<file path="src/include/pci_target_pkg.sv">
package pci_target_pkg;
    // bus command codes
    localparam logic [3:0] CMD_IO_RD = 4'h2;
    localparam logic [3:0] CMD_IO_WR = 4'h3;
    localparam logic [3:0] CMD_MEM_RD = 4'h6;
    localparam logic [3:0] CMD_MEM_WR = 4'h7;
    localparam logic [3:0] CMD_CFG_RD = 4'ha;
    localparam logic [3:0] CMD_CFG_WR = 4'hb;
    localparam logic [3:0] CMD_MEM_RD_MULT = 4'hc;
    localparam logic [3:0] CMD_MEM_RD_LINE = 4'he;
    localparam logic [3:0] CMD_MEM_WR_INV = 4'hf;
    // configuration dword indices
    localparam logic [5:0] CFG_IDX_ID = 6'h00;
    localparam logic [5:0] CFG_IDX_CMD = 6'h01;
    localparam logic [5:0] CFG_IDX_CLASS = 6'h02;
    localparam logic [5:0] CFG_IDX_IO_BAR = 6'h04;
    localparam logic [5:0] CFG_IDX_MEM_BAR = 6'h05;
    localparam logic [5:0] CFG_IDX_ROM_BAR = 6'h0c;
    // field positions
    localparam int CMD_IO_EN_BIT = 0;
    localparam int CMD_MEM_EN_BIT = 1;
    localparam int STAT_FBB_BIT = 23;
    localparam int WIN_LSB = 5;
    localparam int ROM_LSB = 20;
    localparam int RES_ADDR_W = 20;
    // reset values
    localparam logic [1:0] CMD_RESET = 2'h0;
    localparam logic [26:0] BAR_RESET = 27'h0;
    localparam logic [11:0] ROM_BASE_RESET = 12'h000;
    // resource selects
    localparam logic [2:0] SEL_PROM = 3'h0;
    localparam logic [2:0] SEL_CTRL = 3'h1;
    localparam logic [2:0] SEL_BOARD = 3'h2;
    localparam logic [2:0] SEL_RESET = 3'h3;
    localparam logic [2:0] SEL_EXP = 3'h4;
    // window offsets above the station address bytes
    localparam logic [2:0] OFS_RESET_BOARD = 3'h5;
endpackage

</file>
<file path="src/hdl/target_interface_unit.sv">
`timescale 1ns/1ns
module target_interface_unit
    import pci_target_pkg::*;
#(
    parameter logic [15:0] VENDOR_CODE = 16'h0f0f, // arbitrary value
    parameter logic [15:0] PART_CODE = 16'h00a5 // arbitrary value
)(
    // clock, reset, enable
    input wire logic i_clock,
    input wire logic i_rst,
    input wire logic i_clk_en,
    // bus inputs
    input wire logic [31:0] i_ad,
    input wire logic [3:0] i_cbe_n,
    input wire logic i_frame_n,
    input wire logic i_irdy_n,
    input wire logic i_idsel,
    // bus target drive
    output logic [31:0] o_ad,
    output logic o_ad_oe,
    output logic o_devsel_n,
    output logic o_devsel_oe,
    output logic o_trdy_n,
    output logic o_trdy_oe,
    output logic o_stop_n,
    output logic o_stop_oe,
    // device status
    input wire logic i_eeprom_busy,
    // resource side
    output logic o_res_rd,
    output logic o_res_wr,
    output logic [2:0] o_res_sel,
    output logic [RES_ADDR_W-1:0] o_res_addr,
    output logic [31:0] o_res_wdata,
    output logic [3:0] o_res_be,
    input wire logic [31:0] i_res_rdata
);
    typedef enum logic [2:0] {
        ST_IDLE, ST_CLAIM, ST_DEVSEL, ST_DATA, ST_DISC, ST_RETRY, ST_TURN
    } state_type;

    state_type state_reg;
    state_type state_next;
    logic frame_prev_reg;
    logic acc_write_reg;
    logic acc_cfg_reg;
    logic [2:0] acc_sel_reg;
    logic [RES_ADDR_W-1:0] acc_addr_reg;
    logic [31:0] ad_reg;
    logic ad_oe_reg;
    logic devsel_n_reg;
    logic trdy_n_reg;
    logic stop_n_reg;
    logic drive_reg;
    logic res_rd_reg;
    logic res_wr_reg;
    logic [31:0] res_wdata_reg;
    logic [3:0] res_be_reg;

    // decode results and configuration state
    logic hit;
    logic dec_write;
    logic dec_cfg;
    logic [2:0] dec_sel;
    logic io_en;
    logic mem_en;
    logic [26:0] io_base;
    logic [26:0] mem_base;
    logic [11:0] rom_base;
    logic rom_en;
    logic [31:0] cfg_rdata;

    // address phase: frame newly low, also straight out of a turnaround
    wire may_start = (state_reg == ST_IDLE) || (state_reg == ST_TURN);
    wire start = may_start && frame_prev_reg && !i_frame_n;
    wire claim = start && hit;
    wire xfer = (state_reg == ST_DATA) && !i_irdy_n;
    wire burst_early = (state_reg == ST_DEVSEL) && !i_frame_n
        && !i_irdy_n;
    wire [5:0] cfg_index = acc_addr_reg[7:2];
    wire cfg_we = xfer && acc_write_reg && acc_cfg_reg;
    wire res_rd_next = (state_reg == ST_CLAIM) && !i_eeprom_busy
        && !acc_write_reg && !acc_cfg_reg;
    // the reset register takes no writes
    wire res_wr_next = xfer && acc_write_reg && !acc_cfg_reg
        && (acc_sel_reg != SEL_RESET);
    wire [31:0] rd_data = acc_cfg_reg ? cfg_rdata : i_res_rdata;

    pci_cmd_decode u_decode (
        .i_cmd(~i_cbe_n),
        .i_addr(i_ad),
        .i_idsel(i_idsel),
        .i_io_en(io_en),
        .i_mem_en(mem_en),
        .i_io_base(io_base),
        .i_mem_base(mem_base),
        .i_rom_base(rom_base),
        .i_rom_en(rom_en),
        .o_hit(hit),
        .o_write(dec_write),
        .o_cfg(dec_cfg),
        .o_sel(dec_sel)
    );

    pci_cfg_space #(
        .VENDOR_CODE(VENDOR_CODE),
        .PART_CODE(PART_CODE)
    ) u_cfg (
        .i_clock(i_clock),
        .i_rst(i_rst),
        .i_clk_en(i_clk_en),
        .i_we(cfg_we),
        .i_index(cfg_index),
        .i_wdata(i_ad),
        .i_be(~i_cbe_n),
        .o_rdata(cfg_rdata),
        .o_io_en(io_en),
        .o_mem_en(mem_en),
        .o_io_base(io_base),
        .o_mem_base(mem_base),
        .o_rom_base(rom_base),
        .o_rom_en(rom_en)
    );

    // target sequence; devsel one clock after the decode clock
    always_comb begin
        state_next = state_reg;
        case (state_reg)
            ST_IDLE, ST_TURN: begin
                state_next = claim ? ST_CLAIM : ST_IDLE;
            end
            ST_CLAIM: begin
                // loader owns the registers, so push the master back
                state_next = i_eeprom_busy ? ST_RETRY : ST_DEVSEL;
            end
            ST_DEVSEL: begin
                state_next = ST_DATA;
            end
            ST_DATA: begin
                if (xfer) begin
                    state_next = i_frame_n ? ST_TURN : ST_DISC;
                end
            end
            ST_DISC, ST_RETRY: begin
                // stop stays until the master drops frame
                if (i_frame_n) begin
                    state_next = ST_TURN;
                end
            end
            default: begin
                state_next = ST_IDLE;
            end
        endcase
    end

    // pin levels for the next clock
    wire claimed_next = (state_next == ST_DEVSEL)
        || (state_next == ST_DATA) || (state_next == ST_DISC)
        || (state_next == ST_RETRY);
    wire stop_keep = (state_reg == ST_DEVSEL) ? burst_early : !stop_n_reg;
    wire stop_next = (state_next == ST_DISC) || (state_next == ST_RETRY)
        || ((state_next == ST_DATA) && stop_keep);
    wire drive_next = claimed_next || (state_next == ST_TURN);
    wire ad_oe_next = !acc_write_reg && ((state_next == ST_DEVSEL)
        || (state_next == ST_DATA));

    // sequence state and the pending access
    always_ff @(posedge i_clock or posedge i_rst) begin
        if (i_rst) begin
            state_reg <= ST_IDLE;
            frame_prev_reg <= 1'b1;
            acc_write_reg <= 1'b0;
            acc_cfg_reg <= 1'b0;
            acc_sel_reg <= SEL_PROM;
            acc_addr_reg <= '0;
        end else if (i_clk_en) begin
            state_reg <= state_next;
            frame_prev_reg <= i_frame_n;
            if (claim) begin
                acc_write_reg <= dec_write;
                acc_cfg_reg <= dec_cfg;
                acc_sel_reg <= dec_sel;
                acc_addr_reg <= i_ad[RES_ADDR_W-1:0];
            end
        end
    end

    // bus pins; strobes are driven high for a clock before release
    always_ff @(posedge i_clock or posedge i_rst) begin
        if (i_rst) begin
            devsel_n_reg <= 1'b1;
            trdy_n_reg <= 1'b1;
            stop_n_reg <= 1'b1;
            drive_reg <= 1'b0;
            ad_oe_reg <= 1'b0;
            ad_reg <= 32'h0;
        end else if (i_clk_en) begin
            devsel_n_reg <= !claimed_next;
            trdy_n_reg <= !(state_next == ST_DATA);
            stop_n_reg <= !stop_next;
            drive_reg <= drive_next;
            ad_oe_reg <= ad_oe_next;
            if (state_reg == ST_DEVSEL) begin
                ad_reg <= rd_data;
            end
        end
    end

    // resource strobes, one clock each
    always_ff @(posedge i_clock or posedge i_rst) begin
        if (i_rst) begin
            res_rd_reg <= 1'b0;
            res_wr_reg <= 1'b0;
            res_wdata_reg <= 32'h0;
            res_be_reg <= 4'h0;
        end else if (i_clk_en) begin
            res_rd_reg <= res_rd_next;
            res_wr_reg <= res_wr_next;
            if (xfer) begin
                res_wdata_reg <= i_ad;
                res_be_reg <= ~i_cbe_n;
            end
        end
    end

    assign o_ad = ad_reg;
    assign o_ad_oe = ad_oe_reg;
    assign o_devsel_n = devsel_n_reg;
    assign o_trdy_n = trdy_n_reg;
    assign o_stop_n = stop_n_reg;
    assign o_devsel_oe = drive_reg;
    assign o_trdy_oe = drive_reg;
    assign o_stop_oe = drive_reg;
    assign o_res_rd = res_rd_reg;
    assign o_res_wr = res_wr_reg;
    assign o_res_sel = acc_sel_reg;
    assign o_res_addr = acc_addr_reg;
    assign o_res_wdata = res_wdata_reg;
    assign o_res_be = res_be_reg;
endmodule

</file>
<file path="src/hdl/pci_cmd_decode.sv">
`timescale 1ns/1ns
module pci_cmd_decode
    import pci_target_pkg::*;
(
    // address phase
    input wire logic [3:0] i_cmd,
    input wire logic [31:0] i_addr,
    input wire logic i_idsel,
    // configuration state
    input wire logic i_io_en,
    input wire logic i_mem_en,
    input wire logic [26:0] i_io_base,
    input wire logic [26:0] i_mem_base,
    input wire logic [11:0] i_rom_base,
    input wire logic i_rom_en,
    // decode result
    output logic o_hit,
    output logic o_write,
    output logic o_cfg,
    output logic [2:0] o_sel
);
    // 32-byte window compare, shared by io and memory space
    function automatic logic win_match(logic [31:0] a, logic [26:0] b);
        win_match = (a[31:WIN_LSB] == b);
    endfunction

    wire io_rd = (i_cmd == CMD_IO_RD);
    wire io_wr = (i_cmd == CMD_IO_WR);
    // read aliases fold onto the plain memory read
    wire mem_rd = (i_cmd == CMD_MEM_RD) || (i_cmd == CMD_MEM_RD_MULT)
        || (i_cmd == CMD_MEM_RD_LINE);
    wire mem_wr = (i_cmd == CMD_MEM_WR) || (i_cmd == CMD_MEM_WR_INV);
    wire cfg_rd = (i_cmd == CMD_CFG_RD);
    wire cfg_wr = (i_cmd == CMD_CFG_WR);
    // every other code matches none of the terms and is never claimed
    wire io_hit = i_io_en && (io_rd || io_wr)
        && win_match(i_addr, i_io_base);
    wire mem_hit = i_mem_en && (mem_rd || mem_wr)
        && win_match(i_addr, i_mem_base);
    wire rom_hit = i_mem_en && i_rom_en && mem_rd
        && (i_addr[31:ROM_LSB] == i_rom_base);
    wire cfg_hit = i_idsel && (i_addr[1:0] == 2'h0)
        && (cfg_rd || cfg_wr);
    wire in_upper = i_addr[4];
    wire rst_or_board = (i_addr[4:2] == OFS_RESET_BOARD);
    wire [2:0] win_sel = !in_upper ? SEL_PROM
        : rst_or_board ? (i_addr[1] ? SEL_BOARD : SEL_RESET) : SEL_CTRL;

    // register window wins over an overlapping rom window
    assign o_hit = io_hit || mem_hit || rom_hit || cfg_hit;
    assign o_write = io_wr || mem_wr || cfg_wr;
    assign o_cfg = cfg_hit;
    assign o_sel = (io_hit || mem_hit) ? win_sel : SEL_EXP;
endmodule

</file>
<file path="src/hdl/pci_cfg_space.sv">
`timescale 1ns/1ns
module pci_cfg_space
    import pci_target_pkg::*;
#(
    parameter logic [15:0] VENDOR_CODE = 16'h0f0f, // arbitrary value
    parameter logic [15:0] PART_CODE = 16'h00a5, // arbitrary value
    parameter logic [31:0] CLASS_REV = 32'h02000000
)(
    // clock, reset, enable
    input wire logic i_clock,
    input wire logic i_rst,
    input wire logic i_clk_en,
    // access port
    input wire logic i_we,
    input wire logic [5:0] i_index,
    input wire logic [31:0] i_wdata,
    input wire logic [3:0] i_be,
    output logic [31:0] o_rdata,
    // decoded settings
    output logic o_io_en,
    output logic o_mem_en,
    output logic [26:0] o_io_base,
    output logic [26:0] o_mem_base,
    output logic [11:0] o_rom_base,
    output logic o_rom_en
);
    // byte-lane merge of a write into an old dword
    function automatic logic [31:0] merge(logic [31:0] o, logic [31:0] n,
            logic [3:0] be);
        for (int k = 0; k < 4; k++) begin
            o[k*8 +: 8] = be[k] ? n[k*8 +: 8] : o[k*8 +: 8];
        end
        merge = o;
    endfunction

    logic [1:0] cmd_reg;
    logic [26:0] io_base_reg;
    logic [26:0] mem_base_reg;
    logic [11:0] rom_base_reg;
    logic rom_en_reg;

    wire [31:0] cmd_word = {8'h00, 8'h80, 14'h0, cmd_reg};
    wire [31:0] io_word = {io_base_reg, 5'h01};
    wire [31:0] mem_word = {mem_base_reg, 5'h00};
    wire [31:0] rom_word = {rom_base_reg, 19'h0, rom_en_reg};
    wire [31:0] cmd_new = merge(cmd_word, i_wdata, i_be);
    wire [31:0] io_new = merge(io_word, i_wdata, i_be);
    wire [31:0] mem_new = merge(mem_word, i_wdata, i_be);
    wire [31:0] rom_new = merge(rom_word, i_wdata, i_be);

    // unimplemented dwords read as zero
    assign o_rdata = (i_index == CFG_IDX_ID) ? {PART_CODE, VENDOR_CODE}
        : (i_index == CFG_IDX_CMD) ? cmd_word
        : (i_index == CFG_IDX_CLASS) ? CLASS_REV
        : (i_index == CFG_IDX_IO_BAR) ? io_word
        : (i_index == CFG_IDX_MEM_BAR) ? mem_word
        : (i_index == CFG_IDX_ROM_BAR) ? rom_word : 32'h0;
    assign o_io_en = cmd_reg[CMD_IO_EN_BIT];
    assign o_mem_en = cmd_reg[CMD_MEM_EN_BIT];
    assign o_io_base = io_base_reg;
    assign o_mem_base = mem_base_reg;
    assign o_rom_base = rom_base_reg;
    assign o_rom_en = rom_en_reg;

    // only the two command enable bits, the base bits of each bar, and the rom bar enable bit, are writable
    always_ff @(posedge i_clock or posedge i_rst) begin
        if (i_rst) begin
            cmd_reg <= CMD_RESET;
            io_base_reg <= BAR_RESET;
            mem_base_reg <= BAR_RESET;
            rom_base_reg <= ROM_BASE_RESET;
            rom_en_reg <= 1'b0;
        end else if (i_clk_en && i_we) begin
            if (i_index == CFG_IDX_CMD) cmd_reg <= cmd_new[1:0];
            if (i_index == CFG_IDX_IO_BAR) io_base_reg <= io_new[31:5];
            if (i_index == CFG_IDX_MEM_BAR) mem_base_reg <= mem_new[31:5];
            if (i_index == CFG_IDX_ROM_BAR) begin
                rom_base_reg <= rom_new[31:20];
                rom_en_reg <= rom_new[0];
            end
        end
    end
endmodule

</file>
<file path="config.mk">
export PLATFORM = sky130hd
export DESIGN_NAME = target_interface_unit
export DESIGN_NICKNAME = d
export VERILOG_FILES = /design/src/include/pci_target_pkg.sv /design/src/hdl/target_interface_unit.sv /design/src/hdl/pci_cmd_decode.sv /design/src/hdl/pci_cfg_space.sv
export SDC_FILE = /design/constraint.sdc
export NUM_CORES = 1
export LEC_CHECK = 0
export ABC_AREA = 0
export ABC_CLOCK_PERIOD_IN_PS = 10600
export CAP_MARGIN = 20
export CORE_MARGIN = 2
export CORE_UTILIZATION = 58
export CTS_BUF_LIST = sky130_fd_sc_hd__clkbuf_2 sky130_fd_sc_hd__clkbuf_4 sky130_fd_sc_hd__clkbuf_8
export CTS_CLUSTER_SIZE = 8
export DETAILED_ROUTE_END_ITERATION = 10
export DONT_BUFFER_PORTS = 1
export GPL_TIMING_DRIVEN = 0
export PLACE_DENSITY = 0.84
export SYNTH_ARGS = -nofsm -noshare
export SYNTH_HDL_FRONTEND = slang
export SYNTH_SLANG_ARGS = --single-unit
</file>
<file path="constraint.sdc">
create_clock -name i_clock -period 10.6 [get_ports i_clock]
set_input_delay 2.12 -clock i_clock [delete_from_list [all_inputs] [get_ports i_clock]]
set_output_delay 2.12 -clock i_clock [all_outputs]
set_load 0.02 [all_outputs]
</file>
## Word-level counts from Yosys, hierarchy flattened

Cells that the tools add are included.

| cells by class | value |
|---|---|
| $add $sub $neg | 0 |
| multipliers | 0 |
| divide/modulo/power cells | 0 |
| $lt $le $gt $ge | 0 |
| eq/ne operators | 30 |
| shift-type cells | 0 |
| muxes and demuxes | 18 |
| bitwise gates (word level) | 1 |
| reduce and logical (&&, ||, !) cells | 72 |

Operators by type and width:

| operator | number |
|---|---|
| two-way mux 32 bit | 7 |
| equality test 27 bit | 2 |
| AND reduction 3 bit | 12 |
| logical AND 1 bit | 25 |
| equality test 3 bit, second input constant | 7 |
| equality test 4 bit, second input constant | 5 |
| logical OR 1 bit | 18 |
| two-way mux 3 bit | 6 |
| one-hot mux 3 bit (5 select lines) | 1 |
| equality test 12 bit | 1 |
| equality test 3 x 2 -> 1 bit, second input constant | 4 |
| equality test 6 x 3 -> 1 bit, second input constant | 2 |
| logical NOT 1 bit | 9 |
| equality test 4 x 2 -> 1 bit, second input constant | 2 |
| equality test 4 x 3 -> 1 bit, second input constant | 2 |
| equality test 6 x 1 -> 1 bit, second input constant | 1 |
| equality test 6 x 2 -> 1 bit, second input constant | 1 |
| equality test 6 x 4 -> 1 bit, second input constant | 1 |
| logical NOT 6 bit | 1 |
| AND reduction 2 bit | 3 |
| NOT 4 bit | 1 |
| OR reduction 2 bit | 2 |
| equality test 3 x 1 -> 1 bit, second input constant | 1 |
| logical NOT 3 bit | 1 |
| 4 further kinds | 6 |

| storage, ports and cells | value |
|---|---|
| register bits after elaboration | 173 |
| bits in latches | 0 |
| RAM bits | 0 |
| bits in read-only memories | 0 |
| memories kept | 0 |

## Logic depth before layout (Yosys ltp)

Gate-level depths: netlist (run 1).

| logic depth | value |
|---|---|
| depth after elaboration | 18 |
| depth in mapped cells | 8 |

## Cells and area by module

Synthesis (run 1) repeated with hierarchy kept, for this count alone.

| unflattened totals | value |
|---|---|
| cell total of the unflattened synthesis | 744 |
| area, all modules | 8,780.9 um^2 |

Modules (own cells, without submodules):

| module | times used | cells an instance | area an instance (um^2) |
|---|---|---|---|
| target_interface_unit | 1 | 350 | 4,466.8 |
| pci_cfg_space | 1 | 290 | 3,459.6 |
| pci_cmd_decode | 1 | 104 | 854.6 |

## Worst setup path after synthesis (run 1)

OpenSTA, ideal clock, no wires.

| timing path | value |
|---|---|
| path kind | input-to-reg |
| start | input i_ad[22] |
| end | register acc_addr_reg[6] (netlist: o_res_addr[6]) |
| library setup time | 125 ps |
| arrival time | 3,748 ps |
| data required time | 10,475 ps |
| setup slack | 6,727 ps |
| stages on the path | 8 |
| path buffers | 2 |
| cell sequence | buf_2 > xnor2_1 > nand4_1 > nor4_1 > a22oi_2 > a21oi_4 > buf_6 > mux2_2 |

| between the ends | value |
|---|---|
| cells in the longest elaborated chain, start to end | 7 |

Ends and longest elaborated chain:

| item | RTL line | RTL |
|---|---|---|
| from (decl) | target_interface_unit.sv:13 | `input wire logic [31:0] i_ad,` |
| equality test 27 bit | pci_cmd_decode.sv:24 | `win_match = (a[31:WIN_LSB] == b);` |
| logical AND 1 bit (on tied branches) | pci_cmd_decode.sv:37, pci_cmd_decode.sv:39 |  |
| logical OR 1 bit | pci_cmd_decode.sv:50 | `assign o_hit = io_hit \|\| mem_hit \|\| rom_hit \|\| cfg_hit;` |
| logical OR 1 bit * (2 in series) | pci_cmd_decode.sv:50 |  |
| logical AND 1 bit * | target_interface_unit.sv:76 | `wire claim = start && hit;` |
| AND reduction 2 bit (no line) * | n/a |  |
| to (signal assigned) | target_interface_unit.sv:183 | `acc_addr_reg <= i_ad[RES_ADDR_W-1:0];` |
| to (decl) | target_interface_unit.sv:48 | `logic [RES_ADDR_W-1:0] acc_addr_reg;` |

Mark *: on every way between the ends. The rest lies on a longest branch, timed or not.
A chain may end at the register's enable or synchronous reset.

## Worst setup path in the final report (run 1)

| timing path | value |
|---|---|
| start | input i_ad[26] |
| end | register acc_addr_reg[14] (netlist: o_res_addr[14]) |

The elaborated chain is that of the path after synthesis.

==> results_dict.tcl, run 1 <==
set metrics [dict create \
    final_nets 872 \
    final-hold-violation-count 0 \
    cp_data_required_time_ns 10.95 \
    layout-drive-gt1-share_pct 19.0 \
    gp_congestion 0.916 \
    timing.critical_path.from_type "primary input" \
    avgViaCountPerCell 6.23 \
    totalNegativeSetupSlack_ns 0 \
    cts_sinks 173 \
    yosys.cell_types.count 58 \
    timing.clock.skew_ns 0.0160 \
    max_slew_margin_pct 46.1 \
    detail_route.wirelength_mm 21.5 \
    vdd_ir_drop_max_v 0.0000972 \
    grt_first_pass_wirelength_mm 34.3 \
    synthesis.instances 777 \
    cts_buffers 17 \
    io_pins 175 \
    yosys-top-cells-area "dfrtp_1 (50%), mux2_2 (9.9%), xnor2_1 (6.7%), nand2_1 (5.9%), mux2_1 (2.7%)" \
    tightest_slew_ns 0.803 \
    initial_utilization_pct 60.0 \
    detail_placement_hpwl_mm 15.9 \
    ys_top_cells_by_count "dfrtp_1 (169), nand2_1 (132), mux2_2 (74), xnor2_1 (64), inv_1 (33)" \
    run_status "finished, final reports clean" \
    grt_start_max_net_pins 120 \
    final.hold.worst_slack_ns 0.545 \
    port-buffer-count 0 \
    diodes 0 \
    max_freq_ghz 0.253 \
    clock_tree.buffer_depth 2 \
    critical_path.n_buffers_inverters 2 \
    clkLatencyLatePin_ns 0.47 \
    worstSetupPathType "primary input to flop" \
    filler_cell_count 1079 \
    min-delay-path-class "flop to flop" \
    cell_type_group_with_the_largest_total_delay_on_the_critical_path "compound AO/OA/AOI/OAI gates" \
    postCtsResizedCells 0 \
    rows 43 \
    die_outline_width_um 124 \
    detail_route.iter0.violations 593 \
    crit_fanout 10 \
    period_utilization_pct 37.3 \
    critical_path.cell_chain "buf_2 > xnor2_1 > nand4_1 > nor4_1 > a22oi_2 > a21oi_4 > buf_6 > mux2_1" \
    drt_pre_antenna_iters 5 \
    dieHeight_um 124 \
    library_cell_contributing_the_largest_single_delay_on_the_critical_path "a21oi_4" \
    multi_input_area_um2 3690 \
    unrepaired_setup_endpoints_after_global_routing "false" \
    power_leakage_nw 4.11 \
    antenna_violations_before_repair 0 \
    yosys.cell_count.top_type "dfrtp_1" \
    cts_post_setup_buffers_inserted 0 \
    synth.ff_latch_count 173 \
    postSynthNetCount 852 \
    synth_sequential_area_ratio_pct 51.6 \
    synth.avg_cell_area_um2 10.8 \
    syn-cell-area_um2 8390 \
    dieArea_um2 15400 \
    yosys_warnings 0 \
    grt_usage_pct 28.5 \
    cp-end-kind "flop" \
    clk_transition_reported_paths_ns 0.09 \
    dr_drc_count 0 \
    worst-endpoint-arrival_ns 4.30 \
    timing.final.setup_violations 0 \
    clock_tree.htree_level_count 4 \
    max_stage_delay_ns 0.41 \
    wl_per_cell_um 21.8 \
    post_cts_hold_buffer_count 0 \
    relative_area_change_from_synthesis_to_final_layout_pct 7.57 \
    grt_pass1_vias 6108 \
    slew_violations 0 \
    seq_area_um2 4330 \
    count_of_flip_flops_with_a_built_in_enable_after_synthesis 0 \
    via_count 6164 \
    synthDominantAreaCellType "dfrtp_1" \
    drv.max_cap_violation_count 0 \
    tritoncts "built" \
    synth_top_area_share_pct 50.4 \
    main_flop_type_after_synthesis "dfrtp_1" \
    route.antenna.remaining_nets 0 \
    fp.coreArea_um2 14000 \
    final_critical_path_required_period_ns 3.95 \
    asyncSetResetFlopFracSynth_pct 100 \
    global_route.overflow_total 0 \
    power-per-cell-area_nw_per_um2 204 \
    cts_root_buf "clkbuf_8" \
]
cell type report:
| cell class | count | area share [%] |
|---|---|---|
| timing repair buffer | 1 | 0.305 |
| buffer | 50 | 2.67 |
| sequential | 173 | 48.0 |
| inverter | 33 | 1.46 |
| multi-input combinational | 521 | 40.9 |
| clock buffer | 19 | 2.90 |
| clock inverter | 13 | 1.26 |
| tap | 180 | 2.49 |
stage by stage:
stage | utilization, % | total power [mW] | area, um2 | std cells | worst slack, ns
2_1_floorplan | - | 1.31 | 8390 | 777 | 3.80
3_3_place_gp | 61.6 | 1.39 | 8620 | 957 | 2.00
3_5_place_dp | 61.9 | 1.41 | 8650 | 958 | 6.15
4_1_cts | 64.5 | 1.86 | 9030 | 990 | 6.67
5_1_grt | 64.5 | 1.95 | 9030 | 990 | 6.56
6_report | 64.5 | 1.85 | 9030 | 990 | 6.65
cell families (layout without fill, tap and decap cells):
kind of cell           Yosys count  in the layout  synth area share [%]
XOR/XNOR                        67             67                  6.99
buffers and inverters           83            116                  4.35
multiplexers                   100            100                  13.5
AND/OR/NAND/NOR                221            221                  12.3
flip-flops                     173            173                  51.6
AO/OA/AOI/OAI                  133            133                  11.2
power breakdown:
| part | internal [mW] | switching (mW) |
|---|---|---|
| combinational | 0.139 | 0.203 |
| clock | 0.198 | 0.244 |
| sequential | 0.799 | 0.262 |
| total | 1.14 | 0.709 |
layout by cell type (no fill, tap or decap), drive strengths merged, types with 5 or more instances in the layout:
| cell | n |
|---|---|
| nand2 | 136 |
| inv | 36 |
| nor4 | 6 |
| nor2 | 29 |
| o221ai | 18 |
| a221oi | 9 |
| nand3b | 5 |
| o21ai | 32 |
| nand2b | 6 |
| mux2 | 97 |
| o21a | 19 |
| clkinvlp | 5 |
| a21oi | 20 |
| a221o | 6 |
| nand4 | 17 |
| dfrtp | 169 |
| xnor2 | 64 |
| clkbuf | 44 |
| a22oi | 10 |
| buf | 26 |
worst min-delay path, delay by kind of cell, from the launching register on:
family,cells,cell delay [ns]
flip-flops,1,0.41
AO/OA/AOI/OAI,1,0.05
AND/OR/NAND/NOR,1,0.09
layer usage:
metal / GRT usage, % / vias to the layer above / part of all wire (%)
met1: 38.3 / 3036 / 41
met2: 43.6 / 326 / 46
met4: 10.6 / 0 / 3.3
met5: 0 / - / 0
li1: - / 2736 / -
met3: 9.15 / 66 / 10
worst paths after layout:
kind / from / endpoint / slack, ns / cells past startpoint
setup / recovery: i_ad[26] / o_res_addr[14]$_DFFE_PP0P_ / 6.65 / 8
hold / removal: o_trdy_n$_DFFE_PP1P_ / o_trdy_n$_DFFE_PP1P_ / 0.54 / 2
setup reg to reg: o_res_addr[5]$_DFFE_PP0P_ / o_ad[16]$_DFFE_PP0P_ / 7.93 / 7
hold reg to reg: o_trdy_n$_DFFE_PP1P_ / o_trdy_n$_DFFE_PP1P_ / 0.54 / 2
max in group asynchronous: i_rst / o_ad[26]$_DFFE_PP0P_ / 8.19 / 2
min in group asynchronous: i_rst / u_cfg.o_rom_base[6]$_DFFE_PP0P_ / 1.50 / 1
(Power assumes the default switching activity.)
==> run 2, diff against run 1 <==
Settings changed: ABC_CLOCK_PERIOD_IN_PS 10600 to 3400, PLACE_DENSITY 0.84 to 0.86.
Clock period 10.6 ns to 3.4 ns, I/O delays scaled along.
==> run 2 against run 1 <==
  * Sequential share of layout area is 0.68 points lower
  * Core utilization is 0.93 points higher
  * Largest power group unchanged
  * Cell count grew 0.30%
  * Largest cell class unchanged
  * Critical endpoint is now o_ad[11]$_DFFE_PP0P_
==> results_dict.tcl, run 2 (synthesized netlist as in run 1, its figures left out) <==
set metrics [dict create \
    filler_cell_count 1011 \
    global_route.overflow_total 0 \
    post_cts_hold_buffer_count 0 \
    worstSetupPathType "flop to flop" \
    die_outline_width_um 124 \
    cp-end-kind "flop" \
    postCtsResizedCells 0 \
    grt_start_max_net_pins 43 \
    timing.final.setup_violations 0 \
    cts_sinks 173 \
    tritoncts "built" \
    period_utilization_pct 82.5 \
    power_leakage_nw 4.18 \
    cts_buffers 17 \
    unrepaired_setup_endpoints_after_global_routing "false" \
    relative_area_change_from_synthesis_to_final_layout_pct 9.12 \
    layout.cells.most_common "dfrtp_1" \
    io_pins 175 \
    finish.cell_count_without_fillers 993 \
    wl_per_cell_um 21.9 \
    grt_first_pass_wirelength_mm 35.0 \
    timing.critical_path.from_type "flop" \
    commonest_cells_after_routing_fill_and_taps_aside "dfrtp_1 (169), nand2_1 (132), mux2_2 (74)" \
    route.antenna.remaining_nets 0 \
    worst-endpoint-arrival_ns 3.18 \
    wl_on_met1_mm 8.78 \
    clock_tree.buffer_depth 2 \
    drt_pre_antenna_iters 6 \
    cts_root_buf "clkbuf_8" \
    final_critical_path_required_period_ns 2.80 \
    crit_fanout 9 \
    slew_violations 0 \
    max_stage_delay_ns 0.72 \
    run_status "finished, final reports clean" \
    dr_drc_count 0 \
    cp_common_cell "o21ai_0" \
    layout-drive-gt1-share_pct 19.3 \
    clkLatencyLatePin_ns 0.47 \
    final_core_util_pct 65.5 \
    critical_path.cell_chain "buf_2 > nor4_1 > nand2b_1 > o21ai_1 > a221o_1 > o21ai_0 > o21ai_0" \
    timing.clock.skew_ns 0.0115 \
    grt_pass1_vias 6364 \
    max_freq_ghz 0.357 \
    min-delay-path-class "primary input to asynchronous set/reset pin" \
    fp.coreArea_um2 14000 \
    final-hold-violation-count 0 \
    clk_transition_reported_paths_ns 0.09 \
    place_inst 961 \
    detail_route.wirelength_mm 21.8 \
    dieArea_um2 15400 \
    drv.max_cap_violation_count 0 \
    library_cell_contributing_the_largest_single_delay_on_the_critical_path "o21ai_1" \
    cp_data_required_time_ns 3.78 \
    via_count 6196 \
    highest_layer "met4" \
    rows 43 \
    gp_congestion 0.926 \
    diodes 0 \
    clock_tree.htree_level_count 4 \
    setup.worst_path.start "o_res_addr[5]$_DFFE_PP0P_" \
    antenna_violations_before_repair 0 \
    dieHeight_um 124 \
    port-buffer-count 0 \
    power-per-cell-area_nw_per_um2 657 \
    final.hold.worst_slack_ns 0.188 \
    max_slew_margin_pct 40.3 \
    cts_post_setup_buffers_inserted 0 \
    avgViaCountPerCell 6.24 \
    vdd_ir_drop_max_v 0.000297 \
    detail_placement_hpwl_mm 16.3 \
    grt_usage_pct 28.9 \
    initial_utilization_pct 60.0 \
    detail_route.iter0.violations 611 \
    tightest_slew_ns 0.890 \
    r2r_setup_slack_ns 0.60 \
    final_nets 875 \
    wl_met2_mm 10.7 \
    r2r_start "o_res_addr[5]$_DFFE_PP0P_" \
    route.met3.wl_mm 1.82 \
]
## run 2: area by class of cell
cell class	instances	area (um2)	share of cell area (%)
clock buffers	23	298	3.25
repair buffers	4	80.1	0.874
clock inverters	9	159	1.74
flip-flops and latches	173	4330	47.3
well taps	180	225	2.46
inverters	33	128	1.39
multi-input cells	521	3690	40.3
plain buffers	50	241	2.64
## run 2: critical path: cells and delay by family, from the launching register on
kind | cells | cell delay (ns)
AOI/OAI and AO/OA | 4 | 1.26
and+or+nand+nor | 2 | 0.71
DFF | 1 | 0.49
buffers and inverters | 1 | 0.26
## run 2: stage by stage
step,setup TNS [ns],area (um2),power (mW),setup slack (ns)
finish,0,9160,6.02,0.596
global placement,-64.50,8620,4.33,-0.396
floorplan,0,8400,4.09,0.513
CTS,0,9160,6.04,0.735
global route,0,9160,6.31,0.470
detailed placement,0,8700,4.42,0.412
## run 2: power breakdown
part	internal, mW	switching [mW]	total (mW)
sequential	2.49	0.818	3.31
combinational	0.439	0.635	1.07
clock	0.887	0.748	1.63
total	3.82	2.20	6.02
## run 2: path summary, 6_finish.rpt
check / cells past startpoint / to
worst max register to register: 7 / o_ad[11]$_DFFE_PP0P_
worst min register to register: 2 / o_trdy_n$_DFFE_PP1P_
worst min-delay path: 1 / o_res_be[1]$_DFFE_PP0P_
max in group asynchronous: 2 / o_devsel_n$_DFFE_PP1P_
worst max-delay path: 7 / o_ad[11]$_DFFE_PP0P_
min in group i_clock: 1 / o_res_be[0]$_DFFE_PP0P_
## run 2: routing by layer
metal,vias to the layer above,track usage [%]
met5,-,0
met4,0,9.98
met3,37,8.46
met2,299,46.6
met1,3116,37.6
li1,2744,-
